$ cat src/verilog/stl_defs.svh
// offsets, field layout, reset values and sizes of the lane level bank
// assumes: included by bare name from the package and the design modules
`ifndef STL_DEFS_SVH
`define STL_DEFS_SVH

`define STL_ADDR_W 12
`define STL_LANES 4
`define STL_LANE_IDX_W 2

`define STL_OFF_LEVEL_CTL1 12'h000
`define STL_OFF_XCVR_CTL 12'h004
`define STL_OFF_PORT_STAT 12'h008
`define STL_OFF_APPLIED 12'h00c

`define STL_FIELDS_MSB 31
`define STL_FIELDS_LSB 8
`define STL_LVL3_LSB 8
`define STL_FINE3_LSB 13
`define STL_LVL6_LSB 16
`define STL_FINE6_LSB 21
`define STL_LS1_LSB 24
`define STL_LS2_LSB 28

`define STL_RST_LVL3 5'h17
`define STL_RST_FINE3 3'h4
`define STL_RST_LVL6 5'h13
`define STL_RST_FINE6 3'h2
`define STL_RST_LS1 4'h9
`define STL_RST_LS2 4'h8
`define STL_RST_LANE_CHOICE 4'h1

`endif

$ cat src/verilog/stl_pkg.sv
// types shared by the lane level bank and its per-lane store
// assumes: stl_defs.svh on the include path
`include "stl_defs.svh"

package stl_pkg;

    // packs exactly onto bits 31:8 of the level control word
    typedef struct packed {
        logic [3:0] drive_level_low_swing_rate2;
        logic [3:0] drive_level_low_swing_rate1;
        logic [2:0] fine_deemph_full_6p0_rate2;
        logic [4:0] drive_level_full_6p0_rate2;
        logic [2:0] fine_deemph_full_3p5_rate2;
        logic [4:0] drive_level_full_3p5_rate2;
    } stl_fields_s;

    typedef struct packed {
        logic rate2;
        logic deemph_select;
        logic low_swing_enable;
    } stl_mode_s;

    typedef struct packed {
        logic own_code;
        logic deemph_on;
        logic [2:0] fine_deemph;
        logic [4:0] drive_level;
    } stl_applied_s;

    typedef stl_applied_s [`STL_LANES-1:0] stl_applied_t;

endpackage

$ cat src/verilog/stl_lane_store.sv
// per-lane store of the level codes and the code applied to the driver
// assumes: write enable already qualified by lane choice and bus completion
`timescale 1ns/1ps
`default_nettype none
`include "stl_defs.svh"

module stl_lane_store
    import stl_pkg::*;
(
    input wire logic ref_clk,
    input wire logic rst,
    input wire logic wr_en,
    input wire logic [31:0] wdata,
    input wire logic [3:0] wstrb,
    input wire stl_mode_s mode,
    output stl_fields_s fields,
    output stl_applied_s applied
);

    logic [31:0] byte_mask;
    stl_fields_s fields_nxt;
    stl_applied_s applied_nxt;

    assign byte_mask = {{8{wstrb[3]}}, {8{wstrb[2]}},
                        {8{wstrb[1]}}, {8{wstrb[0]}}};

    always_comb begin
        fields_nxt = stl_fields_s'(
            (fields & ~byte_mask[`STL_FIELDS_MSB:`STL_FIELDS_LSB])
            | (wdata[`STL_FIELDS_MSB:`STL_FIELDS_LSB]
               & byte_mask[`STL_FIELDS_MSB:`STL_FIELDS_LSB]));
    end

    // only reset or a chosen-lane write changes a lane
    always_ff @(posedge ref_clk or posedge rst) begin
        if (rst) begin
            fields.drive_level_low_swing_rate2 <= `STL_RST_LS2;
            fields.drive_level_low_swing_rate1 <= `STL_RST_LS1;
            fields.fine_deemph_full_6p0_rate2 <= `STL_RST_FINE6;
            fields.drive_level_full_6p0_rate2 <= `STL_RST_LVL6;
            fields.fine_deemph_full_3p5_rate2 <= `STL_RST_FINE3;
            fields.drive_level_full_3p5_rate2 <= `STL_RST_LVL3;
        end else if (wr_en) begin
            fields <= fields_nxt;
        end
    end

    always_comb begin
        applied_nxt = '0;
        if (mode.low_swing_enable) begin
            // de-emphasis is off in low swing, fine codes unused
            applied_nxt.own_code = 1'b1;
            applied_nxt.deemph_on = 1'b0;
            if (mode.rate2) begin
                applied_nxt.drive_level =
                    {1'b0, fields.drive_level_low_swing_rate2};
            end else begin
                applied_nxt.drive_level =
                    {1'b0, fields.drive_level_low_swing_rate1};
            end
        end else if (mode.rate2) begin
            applied_nxt.own_code = 1'b1;
            applied_nxt.deemph_on = 1'b1;
            if (mode.deemph_select) begin
                applied_nxt.drive_level =
                    fields.drive_level_full_3p5_rate2;
                applied_nxt.fine_deemph =
                    fields.fine_deemph_full_3p5_rate2;
            end else begin
                applied_nxt.drive_level =
                    fields.drive_level_full_6p0_rate2;
                applied_nxt.fine_deemph =
                    fields.fine_deemph_full_6p0_rate2;
            end
        end
        // full swing at rate 1 uses codes held outside this bank
    end

    always_ff @(posedge ref_clk or posedge rst) begin
        if (rst) begin
            applied <= '0;
        end else begin
            applied <= applied_nxt;
        end
    end

endmodule // stl_lane_store
`default_nettype wire

$ cat src/verilog/stl_lane_level_ctl.sv
// lane transmit level bank: apb slave, lane choice and per-lane stores
// assumes: port mode inputs come from logic on ref_clk, apb on ref_clk
//
// Overview of operation
// - fine -3.5dB code rate 2, 15:13, 0x4
// - fine codes ignored in low swing
// - level -6.0dB code rate 2, 20:16, 0x13
// - fine -6.0dB code rate 2, 23:21, 0x2
// - low swing rate 1 level, 27:24, 0x9
// - low swing rate 2 level, 31:28, 0x8
// - de-emphasis select picks -3.5 or -6.0 codes
// - writes reach only lanes in lane choice
// - stored values kept for unchosen lanes too
// - level -3.5dB code rate 2, 12:8, 0x17
`timescale 1ns/1ps
`default_nettype none
`include "stl_defs.svh"

module stl_lane_level_ctl
    import stl_pkg::*;
(
    input wire logic ref_clk,
    input wire logic rst,
    input wire logic psel,
    input wire logic penable,
    input wire logic pwrite,
    input wire logic [`STL_ADDR_W-1:0] paddr,
    input wire logic [31:0] pwdata,
    input wire logic [3:0] pstrb,
    output logic [31:0] prdata,
    output logic pready,
    output logic pslverr,
    input wire logic rate2,
    input wire logic deemph_select,
    input wire logic low_swing_enable,
    output stl_applied_t lane_applied
);

    logic [3:0] lane_choice_r;
    logic [`STL_LANES-1:0] lane_wr;
    logic xfer_done;
    logic access_wait;
    logic wr_level;
    logic wr_xcvr;
    logic addr_hit;
    logic [31:0] rdata_nxt;
    logic sel_any;
    logic [`STL_LANE_IDX_W-1:0] sel_idx;
    stl_mode_s mode;
    stl_fields_s lane_fields [`STL_LANES];
    stl_applied_t applied_int;

    assign mode.rate2 = rate2;
    assign mode.deemph_select = deemph_select;
    assign mode.low_swing_enable = low_swing_enable;

    // one wait state: pready rises in the second access cycle
    assign access_wait = psel && penable && !pready;
    assign xfer_done = psel && penable && pready;
    assign wr_level = xfer_done && pwrite && addr_hit
                      && (paddr == `STL_OFF_LEVEL_CTL1);
    assign wr_xcvr = xfer_done && pwrite
                     && (paddr == `STL_OFF_XCVR_CTL);

    always_comb begin
        unique case (paddr)
            `STL_OFF_LEVEL_CTL1,
            `STL_OFF_XCVR_CTL,
            `STL_OFF_PORT_STAT,
            `STL_OFF_APPLIED: addr_hit = 1'b1;
            default: addr_hit = 1'b0;
        endcase
    end

    // lowest chosen lane answers reads
    always_comb begin
        sel_any = 1'b0;
        sel_idx = '0;
        for (int i = `STL_LANES - 1; i >= 0; i--) begin
            if (lane_choice_r[i]) begin
                sel_any = 1'b1;
                sel_idx = `STL_LANE_IDX_W'(i);
            end
        end
    end

    always_ff @(posedge ref_clk or posedge rst) begin
        if (rst) begin
            lane_choice_r <= `STL_RST_LANE_CHOICE;
        end else if (wr_xcvr && pstrb[0]) begin
            lane_choice_r <= pwdata[3:0];
        end
    end

    generate
        for (genvar g = 0; g < `STL_LANES; g++) begin : g_lane
            // unchosen lanes keep their codes untouched
            assign lane_wr[g] = wr_level && lane_choice_r[g];
            stl_lane_store u_store (
                .ref_clk(ref_clk),
                .rst(rst),
                .wr_en(lane_wr[g]),
                .wdata(pwdata),
                .wstrb(pstrb),
                .mode(mode),
                .fields(lane_fields[g]),
                .applied(applied_int[g])
            );
        end
    endgenerate

    assign lane_applied = applied_int;

    always_comb begin
        rdata_nxt = '0;
        unique case (paddr)
            `STL_OFF_LEVEL_CTL1: begin
                // no chosen lane reads as zero
                if (sel_any) begin
                    rdata_nxt[`STL_FIELDS_MSB:`STL_FIELDS_LSB] =
                        lane_fields[sel_idx];
                end
            end
            `STL_OFF_XCVR_CTL: begin
                rdata_nxt[3:0] = lane_choice_r;
            end
            `STL_OFF_PORT_STAT: begin
                rdata_nxt[2:0] = mode;
            end
            `STL_OFF_APPLIED: begin
                if (sel_any) begin
                    rdata_nxt[9:0] = applied_int[sel_idx];
                end
            end
            default: begin
                rdata_nxt = '0;
            end
        endcase
    end

    always_ff @(posedge ref_clk or posedge rst) begin
        if (rst) begin
            pready <= 1'b0;
        end else begin
            pready <= access_wait;
        end
    end

    always_ff @(posedge ref_clk or posedge rst) begin
        if (rst) begin
            prdata <= '0;
        end else if (access_wait && !pwrite) begin
            prdata <= rdata_nxt;
        end else if (xfer_done) begin
            prdata <= '0;
        end
    end

    // unmapped addresses answer with an error, writes dropped
    always_ff @(posedge ref_clk or posedge rst) begin
        if (rst) begin
            pslverr <= 1'b0;
        end else if (access_wait) begin
            pslverr <= !addr_hit;
        end else begin
            pslverr <= 1'b0;
        end
    end

endmodule // stl_lane_level_ctl
`default_nettype wire

$ cat config.mk
export PLATFORM = sky130hd
export DESIGN_NAME = stl_lane_level_ctl
export DESIGN_NICKNAME = d
export VERILOG_FILES = /design/src/verilog/stl_pkg.sv /design/src/verilog/stl_lane_store.sv /design/src/verilog/stl_lane_level_ctl.sv
export VERILOG_INCLUDE_DIRS = /design/src /design/src/verilog
export SDC_FILE = /design/constraint.sdc
export NUM_CORES = 1
export LEC_CHECK = 0
export BUFFER_PORTS_ARGS = -buffer_cell sky130_fd_sc_hd__buf_2
export CAP_MARGIN = 20
export CORE_AREA = 2 2 198 122
export CTS_CLUSTER_SIZE = 40
export DETAILED_ROUTE_END_ITERATION = 10
export DIE_AREA = 0 0 200 124
export PLACE_DENSITY = 0.6
export SLEW_MARGIN = 5
export SYNTH_ARGS = -nofsm -noshare
export SYNTH_HDL_FRONTEND = slang
export SYNTH_HIERARCHICAL = 1
export SYNTH_SLANG_ARGS = --single-unit
$ cat constraint.sdc
create_clock -name ref_clk -period 2.71 [get_ports ref_clk]
set_clock_uncertainty 0.2 [all_clocks]
set_input_delay 0.4065 -clock ref_clk [delete_from_list [all_inputs] [get_ports ref_clk]]
set_output_delay 0.4065 -clock ref_clk [all_outputs]
set_load 0.02 [all_outputs]
Yosys cells after proc, flatten, opt, wreduce, memory -nomap -nowiden
Cells that the tools add are included.
{"block": "totals", "reg_bits": 174, "input_bits": 56, "wordCells": 127}
{"block": "op_classes", "order_cmp": 2, "eq_ne": 3, "mux": 48, "bitwise": 11, "reduce_logical": 19}
{"operator": "$and A24 B24 Y24", "n": 5}
{"operator": "$or A24 B24 Y24", "n": 4}
{"operator": "$mux W24", "n": 3}
{"operator": "$mux W32", "n": 2}
{"operator": "$mux W10", "n": 6}
{"operator": "$bmux W24 S2", "n": 1}
{"operator": "$mux W8", "n": 4}
{"operator": "$eq A12 B4 Y1 const B", "n": 2}
{"operator": "$not A24 Y24", "n": 1}
{"operator": "$mux W22", "n": 1}
{"operator": "$bmux W10 S2", "n": 1}
{"operator": "$mux W4", "n": 5}
{"operator": "$mux W5", "n": 4}
{"operator": "$mux W2", "n": 8}
{"operator": "$logic_and A1 B1 Y1", "n": 13}
{"operator": "$eq A12 B3 Y1 const B", "n": 1}
{"operator": "$logic_not A12 Y1", "n": 1}
{"operator": "$mux W3", "n": 4}
{"operator": "$pmux W3 S3", "n": 1}
{"operator": "$mux W1", "n": 6}
{"operator": "$pmux W2 S2", "n": 1}
{"operator": "$reduce_or A4 Y1", "n": 1}
{"operator": "$ge A3 B3 Y1 const B", "n": 1}
{"operator": "$logic_not A1 Y1", "n": 3}
{"operator": "4 further kinds", "n": 4}

Logic depth before layout (Yosys ltp)
{"block": "depth", "ltp_word": 11, "mapped_depth": 7, "depth_no_buf": 7}

Modules after synthesis
The synthesis kept the hierarchy.
{"module": "stl_lane_store", "n_inst": 4, "cells_each": 89, "area_each_um2": 1356.3, "seq_area_each_um2": 865.8}
{"module": "stl_lane_level_ctl", "n_inst": 1, "cells_each": 186, "area_each_um2": 2482.4, "seq_area_each_um2": 952.2}

Least setup slack after synthesis
Ideal clock, no wire load.
{"block": "synth_timing", "path_kind": "input to register", "from": "in paddr[1]", "to": "reg (tool-made name)", "t_arrival_ps": 1973, "required_time_ps": 2385, "slack_ps": 413, "stages": 6, "path_buffers": 0, "cell_sequence": "nor4_2 > and3_1 > nand2_1 > nor4_1 > nand2_2 > mux2_2"}
{"item": "from (decl)", "line_no": "stl_lane_level_ctl.sv:27", "text": "input wire logic [`STL_ADDR_W-1:0] paddr,"}

Worst setup path after layout
{"block": "layout_timing", "from": "reg lane_choice_r[0]", "to": "reg prdata[17]"}
{"block": "layout_via", "elab_chain_cells": 8}
{"item": "from (decl)", "line_no": "stl_lane_level_ctl.sv:39", "text": "logic [3:0] lane_choice_r;"}
{"item": "from (signal assigned)", "line_no": "stl_lane_level_ctl.sv:89", "text": "lane_choice_r <= `STL_RST_LANE_CHOICE;"}
{"item": "from (signal assigned)", "line_no": "stl_lane_level_ctl.sv:91", "text": "lane_choice_r <= pwdata[3:0];"}
{"item": "$mux W2", "line_no": "stl_lane_level_ctl.sv:80", "text": "if (lane_choice_r[i]) begin"}
{"item": "$not A2 Y3 (implied by the code)", "line_no": "stl_lane_level_ctl.sv:121", "text": "lane_fields[sel_idx];"}
{"item": "$bmux W24 S2", "line_no": "stl_lane_level_ctl.sv:121"}
{"item": "$mux W24 (implied by the code) (2 in a row)", "line_no": "stl_lane_level_ctl.sv:121"}
{"item": "$mux W24 *", "line_no": "stl_lane_level_ctl.sv:119", "text": "if (sel_any) begin"}
{"item": "$mux W22 *", "line_no": "stl_lane_level_ctl.sv:116", "text": "unique case (paddr)"}
{"item": "$mux W32 *", "line_no": "stl_lane_level_ctl.sv:152", "text": "end else if (access_wait && !pwrite) begin"}
{"item": "to (signal assigned)", "line_no": "stl_lane_level_ctl.sv:153", "text": "prdata <= rdata_nxt;"}
{"item": "to (decl)", "line_no": "stl_lane_level_ctl.sv:30", "text": "output logic [31:0] prdata,"}
Mark *: on every way between the ends. The rest lies on a longest branch, timed or not. The select of a mux whose other input is x is not followed.
A chain may end at the register's enable or synchronous reset.

==> flow_summary.html <==
<table>
<tr><th>Metric</th><th>Value</th></tr>
<tr><th colspan="2">Status</th></tr>
<tr><td>Run status</td><td>finished clean</td></tr>
<tr><th colspan="2">Global route</th></tr>
<tr><td>Via count of the first global-routing pass</td><td>5792</td></tr>
<tr><td>Initial antenna violation count</td><td>3</td></tr>
<tr><td>Wire length of the first global-routing pass</td><td>36800 um</td></tr>
<tr><td>Pin count of the biggest net entering global routing</td><td>35</td></tr>
<tr><td>Global-route congestion overflow total</td><td>0</td></tr>
<tr><td>Overall fraction of global-route tracks in use</td><td>20.9%</td></tr>
<tr><th colspan="2">Pwr</th></tr>
<tr><td>Maximum VDD drop</td><td>0.000490 V</td></tr>
<tr><td>Total power divided by cell area</td><td>552 nW/um^2</td></tr>
<tr><td>LEAKAGE</td><td>0.00468 uW</td></tr>
<tr><th colspan="2">Detailed routing</th></tr>
<tr><td>Uppermost routed layer</td><td>met5</td></tr>
<tr><td>Metal1 wirelength</td><td>11600 um</td></tr>
<tr><td>Total wire length</td><td>24800 um</td></tr>
<tr><td>Met3 Routed Length</td><td>2290 um</td></tr>
<tr><td>Routed wl met2</td><td>10500 um</td></tr>
<tr><td>DRC violation total after the first TritonRoute iteration</td><td>368</td></tr>
<tr><td>Via-per-instance ratio</td><td>5.40</td></tr>
<tr><td>Pre-antenna DRT Iters</td><td>4</td></tr>
<tr><td>Routed via count</td><td>5469</td></tr>
<tr><td>Mean routed wirelength per cell</td><td>24.5 um</td></tr>
<tr><td>Antenna Violating Nets Remaining</td><td>0</td></tr>
<tr><td>Residual DRC</td><td>0</td></tr>
<tr><th colspan="2">Die</th></tr>
<tr><td>IO Count</td><td>130</td></tr>
<tr><td>Core outline area</td><td>22900 um^2</td></tr>
<tr><td>Die span in y</td><td>124 um</td></tr>
<tr><td>Die Outline Area</td><td>24800 um^2</td></tr>
<tr><td>X dimension of the die</td><td>200 um</td></tr>
<tr><td>Std-Cell Rows</td><td>43</td></tr>
<tr><td>Starting Density</td><td>34.6%</td></tr>
<tr><th colspan="2">Yosys</th></tr>
<tr><td>Total of warnings raised by yosys</td><td>6</td></tr>
<tr><td>Syn avg cell area</td><td>14.6 um^2</td></tr>
<tr><td>Register area share after synthesis</td><td>55.8%</td></tr>
<tr><td>Count of distinct cell types in the synthesized netlist</td><td>45</td></tr>
<tr><td>Proportion of register bits with asynchronous set or reset after synthesis</td><td>100%</td></tr>
<tr><td>Post-synthesis sequential element count</td><td>174</td></tr>
<tr><td>Synthesized netlist net count</td><td>598</td></tr>
<tr><td>Number of standard cells after synthesis</td><td>542</td></tr>
<tr><td>Cell types with the largest area share after synthesis</td><td>dfrtp_1, dfstp_2, mux2_2, mux4_2, mux2i_1</td></tr>
<tr><td>Cell taking the most area after synthesis</td><td>dfrtp_1</td></tr>
<tr><td>Primary flip-flop cell chosen by synthesis mapping</td><td>dfrtp_1</td></tr>
<tr><td>Summed instance area of the synthesized netlist</td><td>7910 um^2</td></tr>
<tr><td>Number of enable-type register cells in the synthesized netlist</td><td>0</td></tr>
<tr><td>Share of the synthesized area in the top cell type</td><td>39.6%</td></tr>
<tr><th colspan="2">STA</th></tr>
<tr><td>Remaining max-slew budget at the tightest pin</td><td>50.3%</td></tr>
<tr><td>Minimum period implied by the final worst setup slack</td><td>2.34 ns</td></tr>
<tr><td>RSZ-0062 raised after global routing</td><td>no</td></tr>
<tr><td>Hold Worst Slack</td><td>0.0199 ns</td></tr>
<tr><td>Final hold violation count</td><td>0</td></tr>
<tr><td>Sum of negative setup slack</td><td>0 ns</td></tr>
<tr><td>Max-slew violation total from the final report</td><td>0</td></tr>
<tr><td>Total setup violations reported at the end of the flow</td><td>0</td></tr>
<tr><td>Fmax</td><td>0.426 GHz</td></tr>
<tr><td>Worst slew pin tran</td><td>0.745 ns</td></tr>
<tr><td>Final period util</td><td>86.5%</td></tr>
<tr><th colspan="2">Layout</th></tr>
<tr><td># nets final</td><td>738</td></tr>
<tr><td>Final design utilization</td><td>41.9%</td></tr>
<tr><td>Synthesis-to-layout area growth</td><td>21.0%</td></tr>
<tr><td>Ratio of cells with drive above 1 in the final layout</td><td>54.4%</td></tr>
<tr><td>Highest-count cells in the layout ignoring fill and taps</td><td>dfrtp_1, buf_2, mux2_2, dfstp_2, mux2i_1</td></tr>
<tr><td># fillers</td><td>2103</td></tr>
<tr><th colspan="2">Setup path</th></tr>
<tr><td>Kind of cell adding the most delay to the critical path</td><td>flip-flops</td></tr>
<tr><td>Worst path cell trace</td><td>o21bai_4, buf_12, mux4_2, a22o_1</td></tr>
<tr><td>Startpoint of the worst register-to-register path</td><td>lane_choice_r[0]</td></tr>
<tr><td>CP Buf/Inv Count</td><td>1</td></tr>
<tr><td>Largest incremental delay on the critical path</td><td>0.65 ns</td></tr>
<tr><td>Max Fanout on Critical Path</td><td>15</td></tr>
<tr><td>Classification of the worst setup path</td><td>reg2reg</td></tr>
<tr><td>Kind of launch point of the worst setup path</td><td>flop</td></tr>
<tr><td>Worst EP required</td><td>2.82 ns</td></tr>
<tr><td>Startpoint of the worst setup timing path</td><td>lane_choice_r[0]</td></tr>
<tr><td>Capturing element type of the critical path</td><td>flop</td></tr>
<tr><td>Crit-path slowest cell</td><td>dfstp_2</td></tr>
<tr><td>Data arrival time at the worst-slack endpoint</td><td>2.45 ns</td></tr>
<tr><th colspan="2">Clocking</th></tr>
<tr><td>Clock tree from TritonCTS</td><td>built</td></tr>
<tr><td>Root buf cell</td><td>clkbuf_16</td></tr>
<tr><td>Number of setup buffers added after CTS</td><td>0</td></tr>
<tr><td>H-tree level count</td><td>4</td></tr>
<tr><td># hold bufs at CTS</td><td>1</td></tr>
<tr><td>Post-CTS resize count</td><td>0</td></tr>
<tr><td>Clock slew at reported path FFs</td><td>0.06 ns</td></tr>
<tr><td>Number of sinks driven by the clock tree</td><td>174</td></tr>
<tr><td>Number of buffers created by CTS</td><td>17</td></tr>
<tr><td>Skew-Pair Late Insertion Delay</td><td>0.43 ns</td></tr>
<tr><td>Clock buffer depth</td><td>2</td></tr>
<tr><th colspan="2">Hold path</th></tr>
<tr><td>Class of the most critical hold timing path</td><td>in2reg</td></tr>
<tr><td>Startpoint of the lowest-slack hold path</td><td>pwdata[0]</td></tr>
<tr><th colspan="2">Job</th></tr>
<tr><td>Reported max-cap violation count</td><td>0</td></tr>
<tr><th colspan="2">Placement</th></tr>
<tr><td>Post-DP HPWL</td><td>17600 um</td></tr>
<tr><td>Number of buffers added on ports</td><td>125</td></tr>
<tr><td>Gp weighted congestion</td><td>0.833</td></tr>
</table>
==> final cells by class <==
type	instances	area, um^2	area share [%]
diodes	2	5.00	0.0523
clock buffers	22	484	5.06
repair buffers	147	831	8.68
clock inverters	10	104	1.09
inverters	15	56.3	0.588
multi-input cells	327	3280	34.3
well taps	315	394	4.12
flip-flops and latches	174	4420	46.1
==> metrics by stage <==
step | total power, uW | worst slack, ns | area, um^2 | cells
6_report | 5280 | 0.365 | 9570 | 1012
3_5_place_dp | 2910 | 0.0356 | 8970 | 977
5_1_grt | 5480 | 0.269 | 9570 | 1010
4_1_cts | 5330 | 0.375 | 9570 | 1010
3_3_place_gp | 2900 | 0.0461 | 8970 | 977
2_1_floorplan | 2770 | 0.413 | 7910 | 542
==> per-layer routing <==
layer / vias up / track usage [%]
li1: 2320 / -
met1: 2864 / 29.6
met2: 256 / 30.8
met3: 27 / 6.74
met4: 2 / 5.93
met5: - / 0
==> worst register-to-register path, delay by kind of cell, from the launching register on <==
kind	cells	cell delay, ns
mux	1	0.61
buf+inv	1	0.25
compound gates	2	0.52
flops	1	0.65
==> Yosys cell counts (2+ instances only) <==
| master | instances |
|---|---|
| o21ai_0 | 9 |
| nor3_1 | 3 |
| nand2b_1 | 4 |
| clkbuf_1 | 3 |
| and2_1 | 3 |
| a22oi_1 | 5 |
| nor2_1 | 20 |
| dfstp_2 | 49 |
| o22ai_1 | 20 |
| a22o_1 | 26 |
| nor4_2 | 2 |
| and4_1 | 2 |
| o31ai_1 | 2 |
| dfrtp_1 | 125 |
| nand2_2 | 12 |
| mux2i_1 | 48 |
| a2bb2oi_1 | 4 |
| buf_2 | 15 |
| a21oi_1 | 3 |
| mux2_2 | 104 |
| or2_2 | 4 |
| mux4_2 | 27 |
| inv_1 | 15 |
| buf_6 | 3 |
| nand2_1 | 6 |
| nor2b_1 | 5 |
| a221oi_1 | 2 |
| buf_4 | 4 |
==> kinds of logic (layout without fill, tap and decap cells) <==
group | Yosys count | in the layout | share of synthesized area [%]
AO/OA/AOI/OAI | 76 | 76 | 7.20
buffers and inverters | 41 | 194 | 2.67
flip-flops | 174 | 174 | 55.8
multiplexers | 180 | 180 | 28.9
other | 0 | 2 | 0
AND/OR/NAND/NOR | 71 | 71 | 5.38
==> worst paths after layout <==
kind	cells past startpoint	slack, ns	endpoint
hold reg to reg	1	0.31	prdata[12]
hold / removal	2	0.02	lane_choice_r[0]
min in group asynchronous	3	0.27	prdata[23]
setup reg to reg	4	0.37	prdata[17]
setup / recovery	4	0.37	prdata[17]
max in group asynchronous	4	1.26	lane_choice_r[0]
==> power by group <==
group	leakage [uW]	switching (uW)	internal [uW]
Combinational	0.00217	181	68.8
Clock	0.000276	1040	1380
Sequential	0.00223	5.44	2610
No activity file was read; power rests on OpenSTA's default activity.
